## src/core/ptb_pkg.sv

```systemverilog
// Purpose: Constants for the PWM master time base configuration block.
// Assumes: 16-bit registers on a plain strobe port, one register per index.
// Notes: Offsets are register indices on the plain port.
package ptb_pkg;
    localparam int DATA_W = 16;
    localparam int ADDR_W = 3;
    localparam logic [2:0] ADDR_CTRL = 3'h0;
    localparam logic [2:0] ADDR_CLKDIV = 3'h1;
    localparam logic [2:0] ADDR_PERIOD = 3'h2;
    localparam logic [2:0] ADDR_CMP = 3'h3;
    localparam logic [2:0] ADDR_IRQ_STAT = 3'h4;
    localparam logic [2:0] ADDR_IRQ_MASK = 3'h5;
    localparam logic [2:0] ADDR_COUNT = 3'h6;
    localparam int CTRL_ON_BIT = 15;
    localparam int PS_LSB = 0;
    localparam int PS_W = 4;
    localparam int DIV_W = 3;
    localparam logic [2:0] DIV_RESERVED = 3'h7;
    localparam logic [15:0] PERIOD_RST = 16'hfff8;
    localparam logic [15:0] CMP_MASK = 16'hfff8;
    localparam logic [15:0] CTRL_MASK = 16'h800f;
    localparam int IRQ_W = 2;
    localparam int IRQ_MATCH = 0;
    localparam int IRQ_TRIG = 1;
endpackage : ptb_pkg

```

## src/core/ptb_postscaler.sv

```systemverilog
// Purpose: Passes every Nth compare match on as a special event trigger.
// Assumes: N is the postscale code plus one.
// Notes: Counter restarts while the module is off.
`timescale 1ns/1ps
`default_nettype none
module ptb_postscaler (
    input wire logic ref_clk_in,
    input wire logic sys_rst_in,
    input wire logic run_in,
    input wire logic match_in,
    input wire logic [3:0] code_in,
    output logic trig_out
);
    logic [3:0] cnt_r;
    always_ff @(posedge ref_clk_in or posedge sys_rst_in) begin
        if (sys_rst_in) begin
            cnt_r <= 4'h0;
            trig_out <= 1'b0;
        end else if (!run_in) begin
            cnt_r <= 4'h0;
            trig_out <= 1'b0;
        end else if (match_in) begin
            if (cnt_r >= code_in) begin
                cnt_r <= 4'h0;
                trig_out <= 1'b1;
            end else begin
                cnt_r <= cnt_r + 4'h1;
                trig_out <= 1'b0;
            end
        end else begin
            trig_out <= 1'b0;
        end
    end
endmodule : ptb_postscaler
`default_nettype wire

```

## src/core/ptb_prescaler.sv

```systemverilog
// Purpose: Divides the PWM input clock into a one-cycle enable pulse.
// Assumes: Code changes only while the module is off.
// Notes: The reserved code holds the enable low.
`timescale 1ns/1ps
`default_nettype none
module ptb_prescaler (
    input wire logic ref_clk_in,
    input wire logic sys_rst_in,
    input wire logic run_in,
    input wire logic [2:0] code_in,
    output logic tick_out
);
    logic [5:0] cnt_r;
    logic [5:0] limit;
    assign limit = 6'(7'h7f >> (7 - {4'h0, code_in}));
    always_ff @(posedge ref_clk_in or posedge sys_rst_in) begin
        if (sys_rst_in) begin
            cnt_r <= 6'h00;
            tick_out <= 1'b0;
        end else if (!run_in || code_in == ptb_pkg::DIV_RESERVED) begin
            cnt_r <= 6'h00;
            tick_out <= 1'b0;
        end else if (cnt_r >= limit) begin
            cnt_r <= 6'h00;
            tick_out <= 1'b1;
        end else begin
            cnt_r <= cnt_r + 6'h01;
            tick_out <= 1'b0;
        end
    end
endmodule : ptb_prescaler
`default_nettype wire

```

## src/core/ptb_time_base.sv

```systemverilog
// Purpose: PWM master time base configuration, counter and special event trigger.
// Assumes: Registers on a plain strobe port; read data valid one cycle after the strobe.
// Notes: Only the enable and postscale bits of the control register are held here.
// Overview of operation
// - Trigger passes every Nth compare match, N equals postscale code plus one.
// - Prescaler divides PWM clock by 1 to 64; code 111 reserved.
// - A 16-bit read/write period value sets the counter period.
// - Compare count lives in bits 15..3, read/write, resets to zero.
// - Compare bits 2..0 read back as zero.
// - Clock divider bits 15..3 read zero; only low three bits writable.
//
// Chosen here: the placing of the registers and the strobed register port.
`timescale 1ns/1ps
`default_nettype none
module ptb_time_base #(
    parameter int DATA_W = ptb_pkg::DATA_W
) (
    input wire logic ref_clk_in,
    input wire logic sys_rst_in,
    input wire logic [2:0] addr_in,
    input wire logic [DATA_W-1:0] wdata_in,
    input wire logic wr_in,
    input wire logic rd_in,
    output logic [DATA_W-1:0] rdata_out,
    output logic event_trig_out,
    output logic irq_out
);
    logic pwm_module_on_r;
    logic [3:0] event_trigger_postscale_r;
    logic [2:0] pwm_clock_prescale_r;
    logic [15:0] master_period_value_r;
    logic [15:0] event_compare_value_r;
    logic [15:0] master_time_base_counter_r;
    logic [1:0] irq_stat_r;
    logic [1:0] irq_mask_r;
    logic match_r;
    logic tick;
    logic trig;
    logic [1:0] events;
    logic stat_rd;
    logic [6:0] tick_gap_r;
    logic tick_seen_r;

    function automatic logic hit(input logic [2:0] a);
        return wr_in && addr_in == a;
    endfunction : hit

    always_ff @(posedge ref_clk_in or posedge sys_rst_in) begin
        if (sys_rst_in) begin
            pwm_module_on_r <= 1'b0;
            event_trigger_postscale_r <= 4'h0;
        end else if (hit(ptb_pkg::ADDR_CTRL)) begin
            pwm_module_on_r <= wdata_in[ptb_pkg::CTRL_ON_BIT];
            event_trigger_postscale_r <= wdata_in[ptb_pkg::PS_LSB +: ptb_pkg::PS_W];
        end
    end

    always_ff @(posedge ref_clk_in or posedge sys_rst_in) begin
        if (sys_rst_in) begin
            pwm_clock_prescale_r <= 3'h0;
        end else if (hit(ptb_pkg::ADDR_CLKDIV)) begin
            pwm_clock_prescale_r <= wdata_in[ptb_pkg::DIV_W-1:0];
        end
    end

    always_ff @(posedge ref_clk_in or posedge sys_rst_in) begin
        if (sys_rst_in) begin
            master_period_value_r <= ptb_pkg::PERIOD_RST;
        end else if (hit(ptb_pkg::ADDR_PERIOD)) begin
            master_period_value_r <= wdata_in;
        end
    end

    always_ff @(posedge ref_clk_in or posedge sys_rst_in) begin
        if (sys_rst_in) begin
            event_compare_value_r <= 16'h0000;
        end else if (hit(ptb_pkg::ADDR_CMP)) begin
            event_compare_value_r <= wdata_in & ptb_pkg::CMP_MASK;
        end
    end

    ptb_prescaler u_pre (
        .ref_clk_in(ref_clk_in),
        .sys_rst_in(sys_rst_in),
        .run_in(pwm_module_on_r),
        .code_in(pwm_clock_prescale_r),
        .tick_out(tick)
    );

    // The counter wraps at the period value; an out-of-range period is
    // tolerated but gives the software-visible behaviour of a short or long cycle.
    always_ff @(posedge ref_clk_in or posedge sys_rst_in) begin
        if (sys_rst_in) begin
            master_time_base_counter_r <= 16'h0000;
        end else if (!pwm_module_on_r) begin
            master_time_base_counter_r <= 16'h0000;
        end else if (tick) begin
            if (master_time_base_counter_r >= master_period_value_r) begin
                master_time_base_counter_r <= 16'h0000;
            end else begin
                master_time_base_counter_r <= master_time_base_counter_r + 16'h0001;
            end
        end
    end

    // Match fires once per counter step, not for every fast clock spent on the value.
    always_ff @(posedge ref_clk_in or posedge sys_rst_in) begin
        if (sys_rst_in) begin
            match_r <= 1'b0;
        end else begin
            match_r <= pwm_module_on_r && tick &&
                master_time_base_counter_r == event_compare_value_r;
        end
    end

    ptb_postscaler u_post (
        .ref_clk_in(ref_clk_in),
        .sys_rst_in(sys_rst_in),
        .run_in(pwm_module_on_r),
        .match_in(match_r),
        .code_in(event_trigger_postscale_r),
        .trig_out(trig)
    );

    always_ff @(posedge ref_clk_in or posedge sys_rst_in) begin
        if (sys_rst_in) begin
            event_trig_out <= 1'b0;
        end else begin
            event_trig_out <= trig;
        end
    end

    assign events = {trig, match_r};
    assign stat_rd = rd_in && addr_in == ptb_pkg::ADDR_IRQ_STAT;

    // A new event in the same cycle as the clearing read stays pending.
    always_ff @(posedge ref_clk_in or posedge sys_rst_in) begin
        if (sys_rst_in) begin
            irq_stat_r <= 2'h0;
        end else begin
            irq_stat_r <= (stat_rd ? 2'h0 : irq_stat_r) | events;
        end
    end

    always_ff @(posedge ref_clk_in or posedge sys_rst_in) begin
        if (sys_rst_in) begin
            irq_mask_r <= 2'h0;
        end else if (hit(ptb_pkg::ADDR_IRQ_MASK)) begin
            irq_mask_r <= wdata_in[ptb_pkg::IRQ_W-1:0];
        end
    end

    always_ff @(posedge ref_clk_in or posedge sys_rst_in) begin
        if (sys_rst_in) begin
            irq_out <= 1'b0;
        end else begin
            irq_out <= |(((stat_rd ? 2'h0 : irq_stat_r) | events) & irq_mask_r);
        end
    end

    always_ff @(posedge ref_clk_in or posedge sys_rst_in) begin
        if (sys_rst_in) begin
            rdata_out <= '0;
        end else if (rd_in) begin
            case (addr_in)
                ptb_pkg::ADDR_CTRL: rdata_out <= {pwm_module_on_r, 11'h000,
                    event_trigger_postscale_r};
                ptb_pkg::ADDR_CLKDIV: rdata_out <= {13'h0000, pwm_clock_prescale_r};
                ptb_pkg::ADDR_PERIOD: rdata_out <= master_period_value_r;
                ptb_pkg::ADDR_CMP: rdata_out <= event_compare_value_r;
                ptb_pkg::ADDR_IRQ_STAT: rdata_out <= {14'h0000, irq_stat_r};
                ptb_pkg::ADDR_IRQ_MASK: rdata_out <= {14'h0000, irq_mask_r};
                ptb_pkg::ADDR_COUNT: rdata_out <= master_time_base_counter_r;
                default: rdata_out <= '0;
            endcase
        end else begin
            rdata_out <= '0;
        end
    end

    // Cycles since the last prescaler tick, read only by the checks below. It restarts
    // while the module is off, the only time the divider code may be changed.
    always_ff @(posedge ref_clk_in or posedge sys_rst_in) begin
        if (sys_rst_in) begin
            tick_gap_r <= 7'h00;
            tick_seen_r <= 1'b0;
        end else if (!pwm_module_on_r) begin
            tick_gap_r <= 7'h00;
            tick_seen_r <= 1'b0;
        end else if (tick) begin
            tick_gap_r <= 7'h01;
            tick_seen_r <= 1'b1;
        end else if (tick_gap_r != 7'h7f) begin
            tick_gap_r <= tick_gap_r + 7'h01;
        end
    end
endmodule : ptb_time_base
`default_nettype wire

```

## config.mk

```make
export PLATFORM = sky130hd
export DESIGN_NAME = ptb_time_base
export DESIGN_NICKNAME = d
export VERILOG_FILES = /design/src/core/ptb_pkg.sv /design/src/core/ptb_postscaler.sv /design/src/core/ptb_prescaler.sv /design/src/core/ptb_time_base.sv
export SDC_FILE = /design/constraint.sdc
export NUM_CORES = 1
export LEC_CHECK = 0
export BUFFER_PORTS_ARGS = -buffer_cell sky130_fd_sc_hd__buf_2
export CORE_MARGIN = 2
export CORE_UTILIZATION = 57
export CTS_CLUSTER_SIZE = 12
export DETAILED_ROUTE_END_ITERATION = 10
export GPL_TIMING_DRIVEN = 0
export MAX_ROUTING_LAYER = met4
export PLACE_DENSITY = 0.81
export SYNTH_ARGS = -nofsm -noshare
export SYNTH_HDL_FRONTEND = slang
export SYNTH_SLANG_ARGS = --single-unit
```

## constraint.sdc

```tcl
create_clock -name ref_clk_in -period 4.7 [get_ports ref_clk_in]
set_input_delay 0.94 -clock ref_clk_in [delete_from_list [all_inputs] [get_ports ref_clk_in]]
set_output_delay 0.94 -clock ref_clk_in [all_outputs]
set_load 0.02 [all_outputs]
```

==> After elaboration in Yosys (flattened, before gate mapping) <==
Index checks and enable logic that the tools add are counted.
W data, S select, Z words.
{ "word_totals": {"input_bits": 23, "register_bits": 88, "elab_cells": 64, "output_inout_bits": 18} }
{ "op_classes": {"addsub": 4, "shift": 1, "n_eq_ne": 10, "muxes": 16, "reduce_logical": 12, "bitwise_logic": 2, "n_lt_le_gt_ge": 3} }
{ "ops": {"columns": ["operator", "n"], "rows": [
  ["$pmux W16 S7", 1],
  ["$mux W16", 4],
  ["$shr A7 B32 Y6 const A", 1],
  ["$add A16 B1 Y16 const B", 1],
  ["$eq A16 B16 Y1", 1],
  ["$ge A16 B16 Y1", 1],
  ["$eq A3 B3 Y1 const B", 4],
  ["$mux W4", 3],
  ["$mux W6", 2],
  ["$logic_and A1 B1 Y1", 8],
  ["$add A6 B1 Y6 const B", 1],
  ["$eq A3 B2 Y1 const B", 2],
  ["$ge A6 B6 Y1", 1],
  ["$mux W1", 5],
  ["$add A4 B1 Y4 const B", 1],
  ["$ge A4 B4 Y1", 1],
  ["$ne A2 B1 Y1 const B", 2],
  ["$sub A3 B3 Y4 const A", 1],
  ["$eq A3 B1 Y1 const B", 1],
  ["$logic_not A3 Y1", 1],
  ["$and A2 B2 Y2", 1],
  ["$mux W2", 1],
  ["$or A2 B2 Y2", 1],
  ["$reduce_or A2 Y1", 1],
  ["other kinds (2)", 2]
]} }

==> Logic depth before layout (Yosys ltp) <==
Gate-level depths: netlist of the first run.
{ "logic_depth": {"ltp_word": 6, "mapped_depth": 8, "mapped_depth_nobuf": 8} }

==> Modules after synthesis <==
From an unflattened synthesis of the first run, not the netlist that was laid out.
{ "unflattened": {"cells_unflattened": 480, "hier_area_um2": 4864.7} }
{ "by_module_without_submodules": {"columns": ["mod", "instances", "cells_each", "area_each_um2", "seq_area_each_um2"], "rows": [
  ["ptb_time_base", 1, 391, 3996.3, 1918.1],
  ["ptb_prescaler", 1, 49, 481.7, 175.2],
  ["ptb_postscaler", 1, 40, 386.6, 125.1]
]} }

==> Worst setup path after synthesis of the first run <==
No wires, ideal clock.
{ "synth_timing": {"kind": "reg-to-reg", "from": "register master_period_value_r[13]", "to": "register master_time_base_counter_r[3]", "period_less_slack_ps": 2200, "stages_incl_launch_ff": 9, "n_path_buf": 0, "setup_slack_ps": 2500, "setup_ps": 124, "t_arrival_ps": 2076, "required_ps": 4576, "path_cell_list": "dfstp_2 inv_1 ha_1 nand4_2 nor3_2 or4b_4 nand4_4 nor3_2 a211o_1"} }
{ "synth_between": {"elab_chain_len": 4} }
{ "synth_rtl": {"columns": ["item", "line_no", "source"], "rows": [
  ["start, declared", "ptb_time_base.sv:31", "logic [15:0] master_period_value_r;"],
  ["start signal, assigned", "ptb_time_base.sv:68", "master_period_value_r <= ptb_pkg::PERIOD_RST;"],
  ["start signal, assigned", "ptb_time_base.sv:70", "master_period_value_r <= wdata_in;"],
  ["$ge A16 B16 Y1", "ptb_time_base.sv:98", "if (master_time_base_counter_r >= master_period_value_r) begin"],
  ["$mux W16", "ptb_time_base.sv:98", null],
  ["$mux W16", "ptb_time_base.sv:97", "end else if (tick) begin"],
  ["$mux W16", "ptb_time_base.sv:95", "end else if (!pwm_module_on_r) begin"],
  ["end signal, assigned", "ptb_time_base.sv:101", "master_time_base_counter_r <= master_time_base_counter_r + 16'h0001;"],
  ["end, declared", "ptb_time_base.sv:33", "logic [15:0] master_time_base_counter_r;"]
]} }
Every way passes these cells. The select of a mux whose other input is x is not followed.
A chain may end at the register's enable or synchronous reset.

==> Final worst setup path of the first run <==
Ends and elaborated chain as after synthesis.

==> flow_summary.json, run 1 <==
{
  "start_kind": "flip-flop",
  "die_area_um2": 9040,
  "ys.flop_type": "dfrtp_1",
  "relSlewSlack_pct": 48.8,
  "cp_slowest_cell": "dfstp_2",
  "grt_usage_pct": 26.5,
  "grt_overflow": 0,
  "cp.required_ns": 4.96,
  "ant_nets": 0,
  "wire_per_inst_um": 17.1,
  "postCtsSetupBuffers": 0,
  "seq_area_frac_synth_pct": 46.9,
  "cellInternalPower_mw": 1.23,
  "boundaryPins": 41,
  "cp-end-kind": "flip-flop",
  "antenna_cells": 0,
  "hp-start": "u_post.trig_out$_DFF_PP0_",
  "skew_ns": 0.0132,
  "worstMarginPinSlew_ns": 0.768,
  "final.setup.worst_slack_ns": 2.29,
  "synthTopCellsByArea": "dfrtp_1 (40%), ha_1 (7.9%), dfstp_2 (7.2%), mux2_2 (4.8%), nand2_1 (4.3%)",
  "cpLargestDelayFamily": "simple AND/OR/NAND/NOR gates",
  "grt_max_degree": 51,
  "cts_hold_buf": 0,
  "ys_seq_elements": 88,
  "cts_buffers": 9,
  "route.vias.total": 3739,
  "synth-edff-count": 0,
  "yosys_warnings": 0,
  "drive_gt1_share_pct": 18.8,
  "placedCellCount": 626,
  "cts.root.buffer_cell": "clkbuf_8",
  "worstPathCellList": "inv_1, ha_1, nand4_2, nor3_2, or4b_4, nand4_4, nor3_2, a211o_1",
  "slowest_delay_ns": 0.53,
  "setup-tns-final_ns": 0,
  "post-route-min-period_ns": 2.41,
  "instances_no_fill": 642,
  "placeableCoreArea_um2": 8130,
  "place_congestion": 0.887,
  "drt_pass1_iterations": 5,
  "htreeDepth": 3,
  "post-route-util_pct": 64.7,
  "setup_violations": 0,
  "outcome": "complete, no violations",
  "synth_top_area_cell": "dfrtp_1",
  "fmax_mhz": 415,
  "nNetsFinal": 585,
  "clock_latency_ns": 0.38,
  "clockPowerShare_pct": 27.2,
  "clk_pin_slew_ns": 0.10,
  "rsz0062_at_grt": "false",
  "comb_power_share_pct": 21.1,
  "grt_first_pass_wirelength_mm": 17.6,
  "fin_crit_sh_pct": 51.3,
  "area_growth_pct": 11.3,
  "peakVddDrop_uv": 193,
  "cts_resized": 0,
  "hold_path_end": "event_trig_out$_DFF_PP0_",
  "r2r_slack_ns": 2.29,
  "critPathKind": "reg2reg",
  "path_max_fanout": 9,
  "hold_viol": 0,
  "row_count": 33,
  "reg2reg_depth": 8,
  "die_w_um": 95.1,
  "dp.final_hpwl_mm": 7.92,
  "synth_cells": 482,
  "synth_cell_types": 48,
  "rr_endpoint": "master_time_base_counter_r[3]$_DFFE_PP0P_",
  "slew_violations": 0,
  "route.detailed.drc": 0,
  "drv_cap": 0,
  "final.fill_count": 656,
  "viasPerCell": 5.82,
  "cts_tree": "done",
  "pwr-share-seq_pct": 51.7,
  "p_leak_nw": 2.56,
  "holdPathStages": 0,
  "clkSinkCount": 88,
  "hold_class": "reg2reg",
  "clockBufferDepth": 2,
  "syn_avg_cell_area_um2": 9.81,
  "p_total_mw": 1.81,
  "synth_top_area_share_pct": 39.7,
  "crit_top_cell": "nor3_2",
  "swShare_pct": 32.1,
  "start_util_pct": 58.1,
  "r2r_start": "master_period_value_r[13]$_DFFE_PP1P_",
  "powerDensity_nw_per_um2": 345,
  "wl_mm": 11.0,
  "antenna_found_initial": 0,
  "synthesis.area_um2": 4730,
  "synth_nets": 535,
  "die_h_um": 95.1,
  "grt_pass1_vias": 3610,
  "async_flop_share_pct": 100,
  "drtIter0Drc": 238,
  "switchingPower_uw": 582,
  "place_ws_ns": 1.96,
  "port_buffers": 38,
  "worst-path-buf-inv": 1,
  "worstPathArrival_ns": 2.68
}
## cells in the mapped netlist, types with 2 or more instances
library cell / n
nor2b_1: 6
a21o_1: 7
nand2b_1: 4
xor2_1: 21
nor3_1: 2
nor4_1: 4
o21ai_0: 28
nand2_1: 54
nand4_1: 3
o21ai_1: 9
ha_1: 30
o21bai_1: 2
xnor2_1: 5
mux2i_1: 19
o21a_1: 2
nand3_1: 18
a21oi_1: 26
mux2_2: 20
buf_1: 3
buf_2: 4
a31oi_1: 4
dfrtp_1: 75
dfstp_2: 13
or2_2: 2
and3_1: 3
and4_1: 4
nor3_2: 2
and2_1: 6
inv_1: 29
a22o_1: 3
nor2_1: 43
clkbuf_1: 15
## how the worst max path moves through the flow
stage	start	end	slack, ns	cells past startpoint
final	master_period_value_r[13]$_DFFE_PP1P_	master_time_base_counter_r[3]$_DFFE_PP0P_	2.29	8
after global routing	master_period_value_r[13]$_DFFE_PP1P_	master_time_base_counter_r[2]$_DFFE_PP0P_	2.18	8
after CTS	master_period_value_r[13]$_DFFE_PP1P_	master_time_base_counter_r[3]$_DFFE_PP0P_	2.28	8
after detailed placement	addr_in[0]	rdata_out[14]$_DFF_PP0_	1.96	6
after global placement	sys_rst_in	rdata_out[14]$_DFF_PP0_	0.56	2
after floorplan	sys_rst_in	event_compare_value_r[10]$_DFFE_PP0P_	1.50	1
## sequential cells by signal, indices dropped and copies added, names as in the netlist
register                    flops
u_pre.cnt_r                     6
u_post.cnt_r                    4
pwm_module_on_r                 1
pwm_clock_prescale_r            3
irq_out                         1
irq_mask_r                      2
match_r                         1
u_post.trig_out                 1
event_compare_value_r          13
rdata_out                      16
event_trig_out                  1
master_time_base_counter_r     16
event_trigger_postscale_r       4
master_period_value_r          16
u_pre.tick_out                  1
irq_stat_r                      2
## per-layer routing
metal  routed length, um  part of all wire (%)  GRT usage (%)  vias up
met4                 312                   2.8           12.3        0
met3                 629                   5.7           4.19       29
met5                   0                     0              -        -
met2                5450                    50           42.4      143
li1                    -                     -              -     1754
met1                4570                    42           33.4     1813
## stage by stage
stage	hold slack [ns]	cell area (um2)
detailed placement	0.418	5080
global placement	0.416	5050
CTS	0.440	5260
finish	0.457	5260
floorplan	0.355	4730
global route	0.458	5260
## placed cells by master, fill, tap and decap left out, types with 2 or more instances in the layout
cell type	n
a21o_1	7
a21oi_1	26
a22o_1	3
a31oi_1	4
and2_1	6
and3_1	3
and4_1	4
buf_1	3
buf_2	42
clkbuf_1	15
clkbuf_8	10
clkinv_2	2
clkinv_4	2
dfrtp_1	75
dfstp_2	13
ha_1	30
inv_1	28
mux2_2	20
mux2i_1	19
nand2_1	54
nand2b_1	4
nand3_1	18
nand4_1	3
nor2_1	43
nor2b_1	6
nor3_1	2
nor3_2	2
nor4_1	4
o21a_1	2
o21ai_0	28
o21ai_1	9
o21bai_1	2
or2_2	2
xnor2_1	5
xor2_1	21
## power groups by stage
stage / registers, mW / logic (mW) / clock network, mW
after global placement: 0.944 / 0.351 / 0
final: 0.938 / 0.383 / 0.493
after CTS: 0.936 / 0.383 / 0.496
after floorplan: 0.936 / 0.269 / 0
after detailed placement: 0.951 / 0.379 / 0
after global routing: 0.949 / 0.428 / 0.534
## logic make-up (layout without fill, tap and decap cells)
logic type,Yosys count,in the layout,synth area share (%)
AOI/OAI and AO/OA,88,88,10.7
muxes,39,39,8.79
xor gates and xnor gates,26,26,4.82
buffers and inverters,52,107,4.31
and+or+nand+nor,159,159,16.5
adders and majority gates,30,30,7.94
DFF,88,88,46.9
## cell type report
type	instances	area, um2	share of cell area, %
Multi-Input combinational cell	342	2300	43.8
Clock inverter	6	43.8	0.833
Timing Repair Buffer	39	218	4.14
Clock buffer	10	138	2.62
Tap cell	105	131	2.50
Buffer	23	95.1	1.81
Sequential cell	88	2220	42.2
Inverter	29	111	2.12
(Power assumes the default switching activity.)
==> inputs of run 2 (changes only) <==
Settings changed: ABC_AREA set to 1.
Clock period 4.7 ns to 2.3 ns, I/O delays scaled along.
==> flow_summary.json, run 2 <==
{
  "top_regs": "master_period_value_r: 16 flops, master_time_base_counter_r: 16 flops, rdata_out: 16 flops",
  "yosys_warnings": 0,
  "synthTopCellsByArea": "dfrtp_1 (39%), nand2_1 (11%), ha_1 (7.8%), dfstp_2 (7.1%), inv_1 (7.0%)",
  "cpLargestDelayFamily": "simple AND/OR/NAND/NOR gates",
  "relSlewSlack_pct": 60.7,
  "area_growth_pct": 11.7,
  "clk_pin_slew_ns": 0.10,
  "fin_crit_sh_pct": 90.4,
  "htreeDepth": 3,
  "wl_mm": 11.5,
  "grtUsageMet2_pct": 48.8,
  "met3_usage_pct": 4.07,
  "final_common_cell": "nand2_1",
  "grt_first_pass_wirelength_mm": 19.5,
  "ys.flop_type": "dfrtp_1",
  "clock_latency_ns": 0.36,
  "start_util_pct": 58.7,
  "grt-busiest-layer": "met2",
  "hold_viol": 0,
  "outcome": "complete, no violations",
  "r2r_slack_ns": 0.22,
  "grt_pass1_vias": 4171,
  "critPathKind": "reg2reg",
  "worstMarginPinSlew_ns": 0.588,
  "place_congestion": 0.936,
  "wire_per_inst_um": 15.0,
  "synth_top_family_by_area": "simple AND/OR/NAND/NOR gates",
  "seq_area_frac_synth_pct": 46.0,
  "die_h_um": 96.0,
  "cts_buffers": 9,
  "synth_top_area_share_pct": 38.9,
  "final.setup.worst_slack_ns": 0.220,
  "post-route-util_pct": 65.6,
  "synth-edff-count": 0,
  "route.detailed.drc": 0,
  "reg2reg_depth": 9,
  "path_max_fanout": 8,
  "rr_endpoint": "master_time_base_counter_r[11]$_DFFE_PP0P_",
  "worstPathCellList": "inv_1, ha_1, nand2_1, inv_1, o21ai_0, a21oi_1, nor2_1, nand3_1, nand2_1",
  "fmax_mhz": 481,
  "final.fill_count": 714,
  "final_cell_mix": "nand2_1 (135), inv_1 (89), dfrtp_1 (75), nor2_1 (69), o21ai_0 (46)",
  "powerDensity_nw_per_um2": 672,
  "die_area_um2": 9210,
  "place_ws_ns": 0.290,
  "synthAdderAreaFrac_pct": 7.78,
  "drive_gt1_share_pct": 12.9,
  "start_kind": "flip-flop",
  "dp.final_hpwl_mm": 8.86,
  "drtIter0Drc": 245,
  "syn_avg_cell_area_um2": 8.01,
  "gr-usage-met1_pct": 34.0,
  "cp.required_ns": 2.60,
  "synthXorXnorAreaFrac_pct": 2.36,
  "drv_cap": 0,
  "p_leak_nw": 2.79,
  "netlist_top_cells_count": "nand2_1 (135), inv_1 (90), dfrtp_1 (75)",
  "postCtsSetupBuffers": 0,
  "ys_seq_elements": 88,
  "ant_nets": 0,
  "cts.root.buffer_cell": "clkbuf_8",
  "cts_resized": 0,
  "boundaryPins": 41,
  "grt_overflow": 0,
  "rsz0062_at_grt": "false",
  "nNetsFinal": 707,
  "grt_max_degree": 39,
  "worstPathArrival_ns": 2.38,
  "placeableCoreArea_um2": 8220,
  "antenna_found_initial": 0,
  "cp-end-kind": "flip-flop",
  "synth_most_common_cell": "nand2_1",
  "synth_nets": 655,
  "antenna_cells": 0,
  "route.vias.total": 4198,
  "drt_pass1_iterations": 5,
  "synth_cells": 602,
  "path_depth": 9,
  "synth_compound_area_share_pct": 13.9,
  "viasPerCell": 5.49,
  "setup-tns-final_ns": 0,
  "post-route-min-period_ns": 2.08,
  "port_buffers": 39,
  "cp_slowest_cell": "dfstp_2",
  "cts_hold_buf": 0,
  "r2r_start": "master_period_value_r[9]$_DFFE_PP1P_",
  "synth_top_area_cell": "dfrtp_1",
  "synth-simple-area-share_pct": 21.4,
  "synth_cell_types": 31,
  "skew_ns": 0.0155,
  "multi_input_area_um2": 2190,
  "clkSinkCount": 88,
  "async_flop_share_pct": 100,
  "peakVddDrop_uv": 461,
  "worst-path-buf-inv": 2,
  "die_w_um": 96.0,
  "seqCellArea_um2": 2220,
  "hold_class": "in2async",
  "synthMuxAreaShare_pct": 0,
  "row_count": 33,
  "setup_violations": 0,
  "synthesis.area_um2": 4820,
  "cts_tree": "done",
  "clockBufferDepth": 2,
  "slew_violations": 0,
  "p_total_mw": 3.62,
  "grt_usage_pct": 28.5,
  "slowest_delay_ns": 0.54
}
-- run 2: changes by cell type in the layout (fill, tap and decap cells not counted), sizes merged, moves of 16 or more --
| cell | delta |
|---|---|
| inv | +63 |
| mux2 | -20 |
| mux2i | -19 |
| nand2 | +83 |
| nor2 | +28 |
| o21ai | +19 |
| o22ai | +16 |
-- run 2: power breakdown --
group	internal (mW)	switching [mW]	total, mW	leakage, nW
clock network	0.508	0.566	1.07	0.0933
logic	0.241	0.425	0.667	1.55
registers	1.73	0.144	1.88	1.14
total	2.48	1.14	3.62	2.79
-- run 2: layout make-up --
cell class	count	share of cell area, %
Timing Repair Buffer	41	4.37
Clock buffer	10	2.37
Tap cell	105	2.44
Clock inverter	6	1.25
Sequential cell	88	41.2
Buffer	10	1.09
Inverter	94	6.62
Multi-Input combinational cell	410	40.7
-- run 2: metal layers --
metal  share of wire [%]  vias up
met5                   0        -
met4                 2.7        0
met3                 4.2       31
met2                  50      137
met1                  43     1980
li1                    -     2050
-- run 2: worst register-to-register path, cell delays in order, from the launching register on --
cell,delay (ns)
dfstp_2,0.54
inv_1,0.07
ha_1,0.31
nand2_1,0.07
inv_1,0.03
o21ai_0,0.14
a21oi_1,0.11
nor2_1,0.48
nand3_1,0.15
nand2_1,0.09
-- run 2: logic make-up (layout without fill, tap and decap cells) --
family / count (synthesis) / count (layout)
compound gates: 117 / 117
buf+inv: 104 / 161
flops: 88 / 88
xor+xnor: 13 / 13
fa+ha+maj: 30 / 30
simple gates: 250 / 250
-- run 2: worst max path at each step --
stage / to / startpoint / slack [ns]
2_1_floorplan: master_time_base_counter_r[11]$_DFFE_PP0P_ / master_period_value_r[9]$_DFFE_PP1P_ / 0.61
3_3_place_gp: master_time_base_counter_r[14]$_DFFE_PP0P_ / sys_rst_in / 0.28
3_5_place_dp: master_time_base_counter_r[0]$_DFFE_PP0P_ / master_period_value_r[9]$_DFFE_PP1P_ / 0.29
4_1_cts: master_time_base_counter_r[0]$_DFFE_PP0P_ / master_period_value_r[9]$_DFFE_PP1P_ / 0.25
5_1_grt: master_time_base_counter_r[11]$_DFFE_PP0P_ / master_period_value_r[9]$_DFFE_PP1P_ / 0.007
6_report: master_time_base_counter_r[11]$_DFFE_PP0P_ / master_period_value_r[9]$_DFFE_PP1P_ / 0.22
-- run 2: stage by stage --
| stage | std cells | hold WS, ns | instance area, um2 |
|---|---|---|---|
| floorplan | 602 | 0.348 | 4830 |
| global placement | 746 | 0.371 | 5150 |
| detailed placement | 748 | 0.368 | 5190 |
| CTS | 764 | 0.121 | 5390 |
| global route | 764 | 0.139 | 5390 |
| finish | 764 | 0.120 | 5390 |
==> inputs of run 3 (changes only) <==
Settings changed: CORE_UTILIZATION 57 to 45, GPL_TIMING_DRIVEN 0 to 1, PLACE_DENSITY 0.81 to 0.67, SLEW_MARGIN set to 5.
==> flow_summary.json, run 3 (synthesized netlist as in run 2, its figures left out) <==
{
  "powerDensity_nw_per_um2": 673,
  "top_layer": "met4",
  "worstPathCellList": "inv_1, ha_1, nand2_1, nor2_1, nand2_1, nand2_1, nor2_1, nand2_1, nand2_2, nand2_1, o21bai_1",
  "clockPowerShare_pct": 30.6,
  "postCtsSetupBuffers": 0,
  "nNetsFinal": 703,
  "comb_power_share_pct": 17.7,
  "worst-path-buf-inv": 1,
  "pwr-share-seq_pct": 51.7,
  "row_count": 37,
  "slowest_delay_ns": 0.54,
  "cellInternalPower_mw": 2.48,
  "final_area_um2": 5400,
  "place_area_um2": 5200,
  "setup_violations": 0,
  "start_kind": "flip-flop",
  "wl_met1_mm": 5.05,
  "drive_gt1_share_pct": 13.0,
  "wl_mm": 11.6,
  "placeableCoreArea_um2": 10400,
  "port_buffers": 40,
  "rr_endpoint": "master_time_base_counter_r[8]$_DFFE_PP0P_",
  "setup-tns-final_ns": 0,
  "drt_pass1_iterations": 5,
  "rsz0062_at_grt": "false",
  "start_util_pct": 46.5,
  "grt_pass1_vias": 4158,
  "peakVddDrop_uv": 364,
  "htreeDepth": 3,
  "cp_slowest_cell": "dfstp_2",
  "route.detailed.drc": 0,
  "viasPerCell": 5.18,
  "place_ws_ns": 0.307,
  "drtIter0Drc": 174,
  "hold_class": "in2async",
  "post-route-min-period_ns": 1.99,
  "antenna_cells": 0,
  "relSlewSlack_pct": 59.3,
  "grt_overflow": 0,
  "cp-startpoint": "master_period_value_r[3]$_DFFE_PP1P_",
  "wire_per_inst_um": 14.7,
  "cts_buffers": 9,
  "ant_nets": 0,
  "final.setup.worst_slack_ns": 0.315,
  "cp.required_ns": 2.59,
  "dp.final_hpwl_mm": 8.79,
  "fmax_mhz": 504,
  "clock_latency_ns": 0.38,
  "cts_tree": "done",
  "place_congestion": 0.958,
  "crit_top_cell": "nand2_1",
  "p_total_mw": 3.63,
  "path_depth": 11,
  "cpLargestDelayFamily": "simple AND/OR/NAND/NOR gates",
  "clkSinkCount": 88,
  "top_regs": "master_period_value_r: 16 flops, master_time_base_counter_r: 16 flops, rdata_out: 16 flops",
  "route.vias.total": 4094,
  "boundaryPins": 41,
  "switchingPower_mw": 1.15,
  "outcome": "complete, no violations",
  "reg2reg_depth": 11,
  "fin_crit_sh_pct": 86.3,
  "die_w_um": 108,
  "grt_first_pass_wirelength_mm": 20.0,
  "die_h_um": 108,
  "swShare_pct": 31.7,
  "met2_length_mm": 5.66,
  "worstMarginPinSlew_ns": 0.608,
  "path_max_fanout": 9,
  "critPathKind": "reg2reg",
  "antenna_found_initial": 0,
  "cts_resized": 0,
  "cp-end-kind": "flip-flop",
  "slew_violations": 0,
  "holdWs_ns": 0.200,
  "grt_usage_pct": 23.2,
  "drv_cap": 0,
  "r2r_slack_ns": 0.31,
  "p_leak_nw": 2.79,
  "cts.root.buffer_cell": "clkbuf_8",
  "worstPathArrival_ns": 2.28,
  "skew_ns": 0.0152,
  "area_growth_pct": 12.0,
  "clk_pin_slew_ns": 0.10,
  "die_area_um2": 11600,
  "endpoint": "master_time_base_counter_r[8]$_DFFE_PP0P_",
  "final_common_cell": "nand2_1",
  "cts_hold_buf": 0,
  "r2r_start": "master_period_value_r[3]$_DFFE_PP1P_",
  "hold_viol": 0,
  "clockBufferDepth": 2,
  "grt_max_degree": 89,
  "final_cell_mix": "nand2_1 (135), inv_1 (89), dfrtp_1 (75), nor2_1 (69), o21ai_0 (46)",
  "route.met3.wl_um": 547
}
[run 3: changes by cell type in the layout (fill, tap and decap cells not counted), sizes merged]
cell    previous run  this run
clkbuf            13         9
inv               93        94
buf               48        47
[run 3: power by group through the flow]
| stage | Clock, mW | Sequential, mW | Combinational (mW) |
|---|---|---|---|
| global route | 1.21 | 1.90 | 0.768 |
| floorplan | 0 | 1.87 | 0.468 |
| detailed placement | 0 | 1.91 | 0.645 |
| CTS | 1.14 | 1.88 | 0.650 |
| global placement | 0 | 1.91 | 0.625 |
| finish | 1.11 | 1.88 | 0.642 |
[run 3: per-layer routing]
metal	track usage (%)	up-vias
li1	-	2048
met1	28.7	1907
met2	37.4	109
met3	4.54	30
met4	9.71	0
met5	-	-
[run 3: final cells by class]
class,instances,area [um2]
clock inverter,7,76.3
tap,136,170
inverter,94,357
timing repair buffer,47,265
multi-input combinational,410,2190
clock buffer,9,124
fill,1002,4970
sequential,88,2220
[run 3: per-stage QoR]
stage | util [%] | instances
floorplan | - | 602
global placement | 50.2 | 775
detailed placement | 50.2 | 775
CTS | 52.1 | 791
global route | 52.1 | 791
finish | 52.1 | 791
[run 3: worst min path at each step]
| stage | startpoint | to | slack (ns) | depth (start not counted) |
|---|---|---|---|---|
| floorplan | u_post.trig_out$_DFF_PP0_ | event_trig_out$_DFF_PP0_ | 0.35 | 0 |
| global placement | u_post.trig_out$_DFF_PP0_ | event_trig_out$_DFF_PP0_ | 0.38 | 0 |
| detailed placement | u_post.trig_out$_DFF_PP0_ | event_trig_out$_DFF_PP0_ | 0.38 | 0 |
| CTS | sys_rst_in | u_pre.cnt_r[0]$_DFF_PP0_ | 0.21 | 3 |
| global route | sys_rst_in | u_pre.tick_out$_DFF_PP0_ | 0.23 | 3 |
| finish | sys_rst_in | u_pre.tick_out$_DFF_PP0_ | 0.20 | 3 |
[run 3: worst register-to-register path, cell delays in order (launching register included)]
cell and delay, ns:
dfstp_2 0.54, inv_1 0.05, ha_1 0.30, nand2_1 0.10, nor2_1 0.06, nand2_1 0.06
nand2_1 0.04, nor2_1 0.08, nand2_1 0.08, nand2_2 0.16, nand2_1 0.23, o21bai_1 0.20
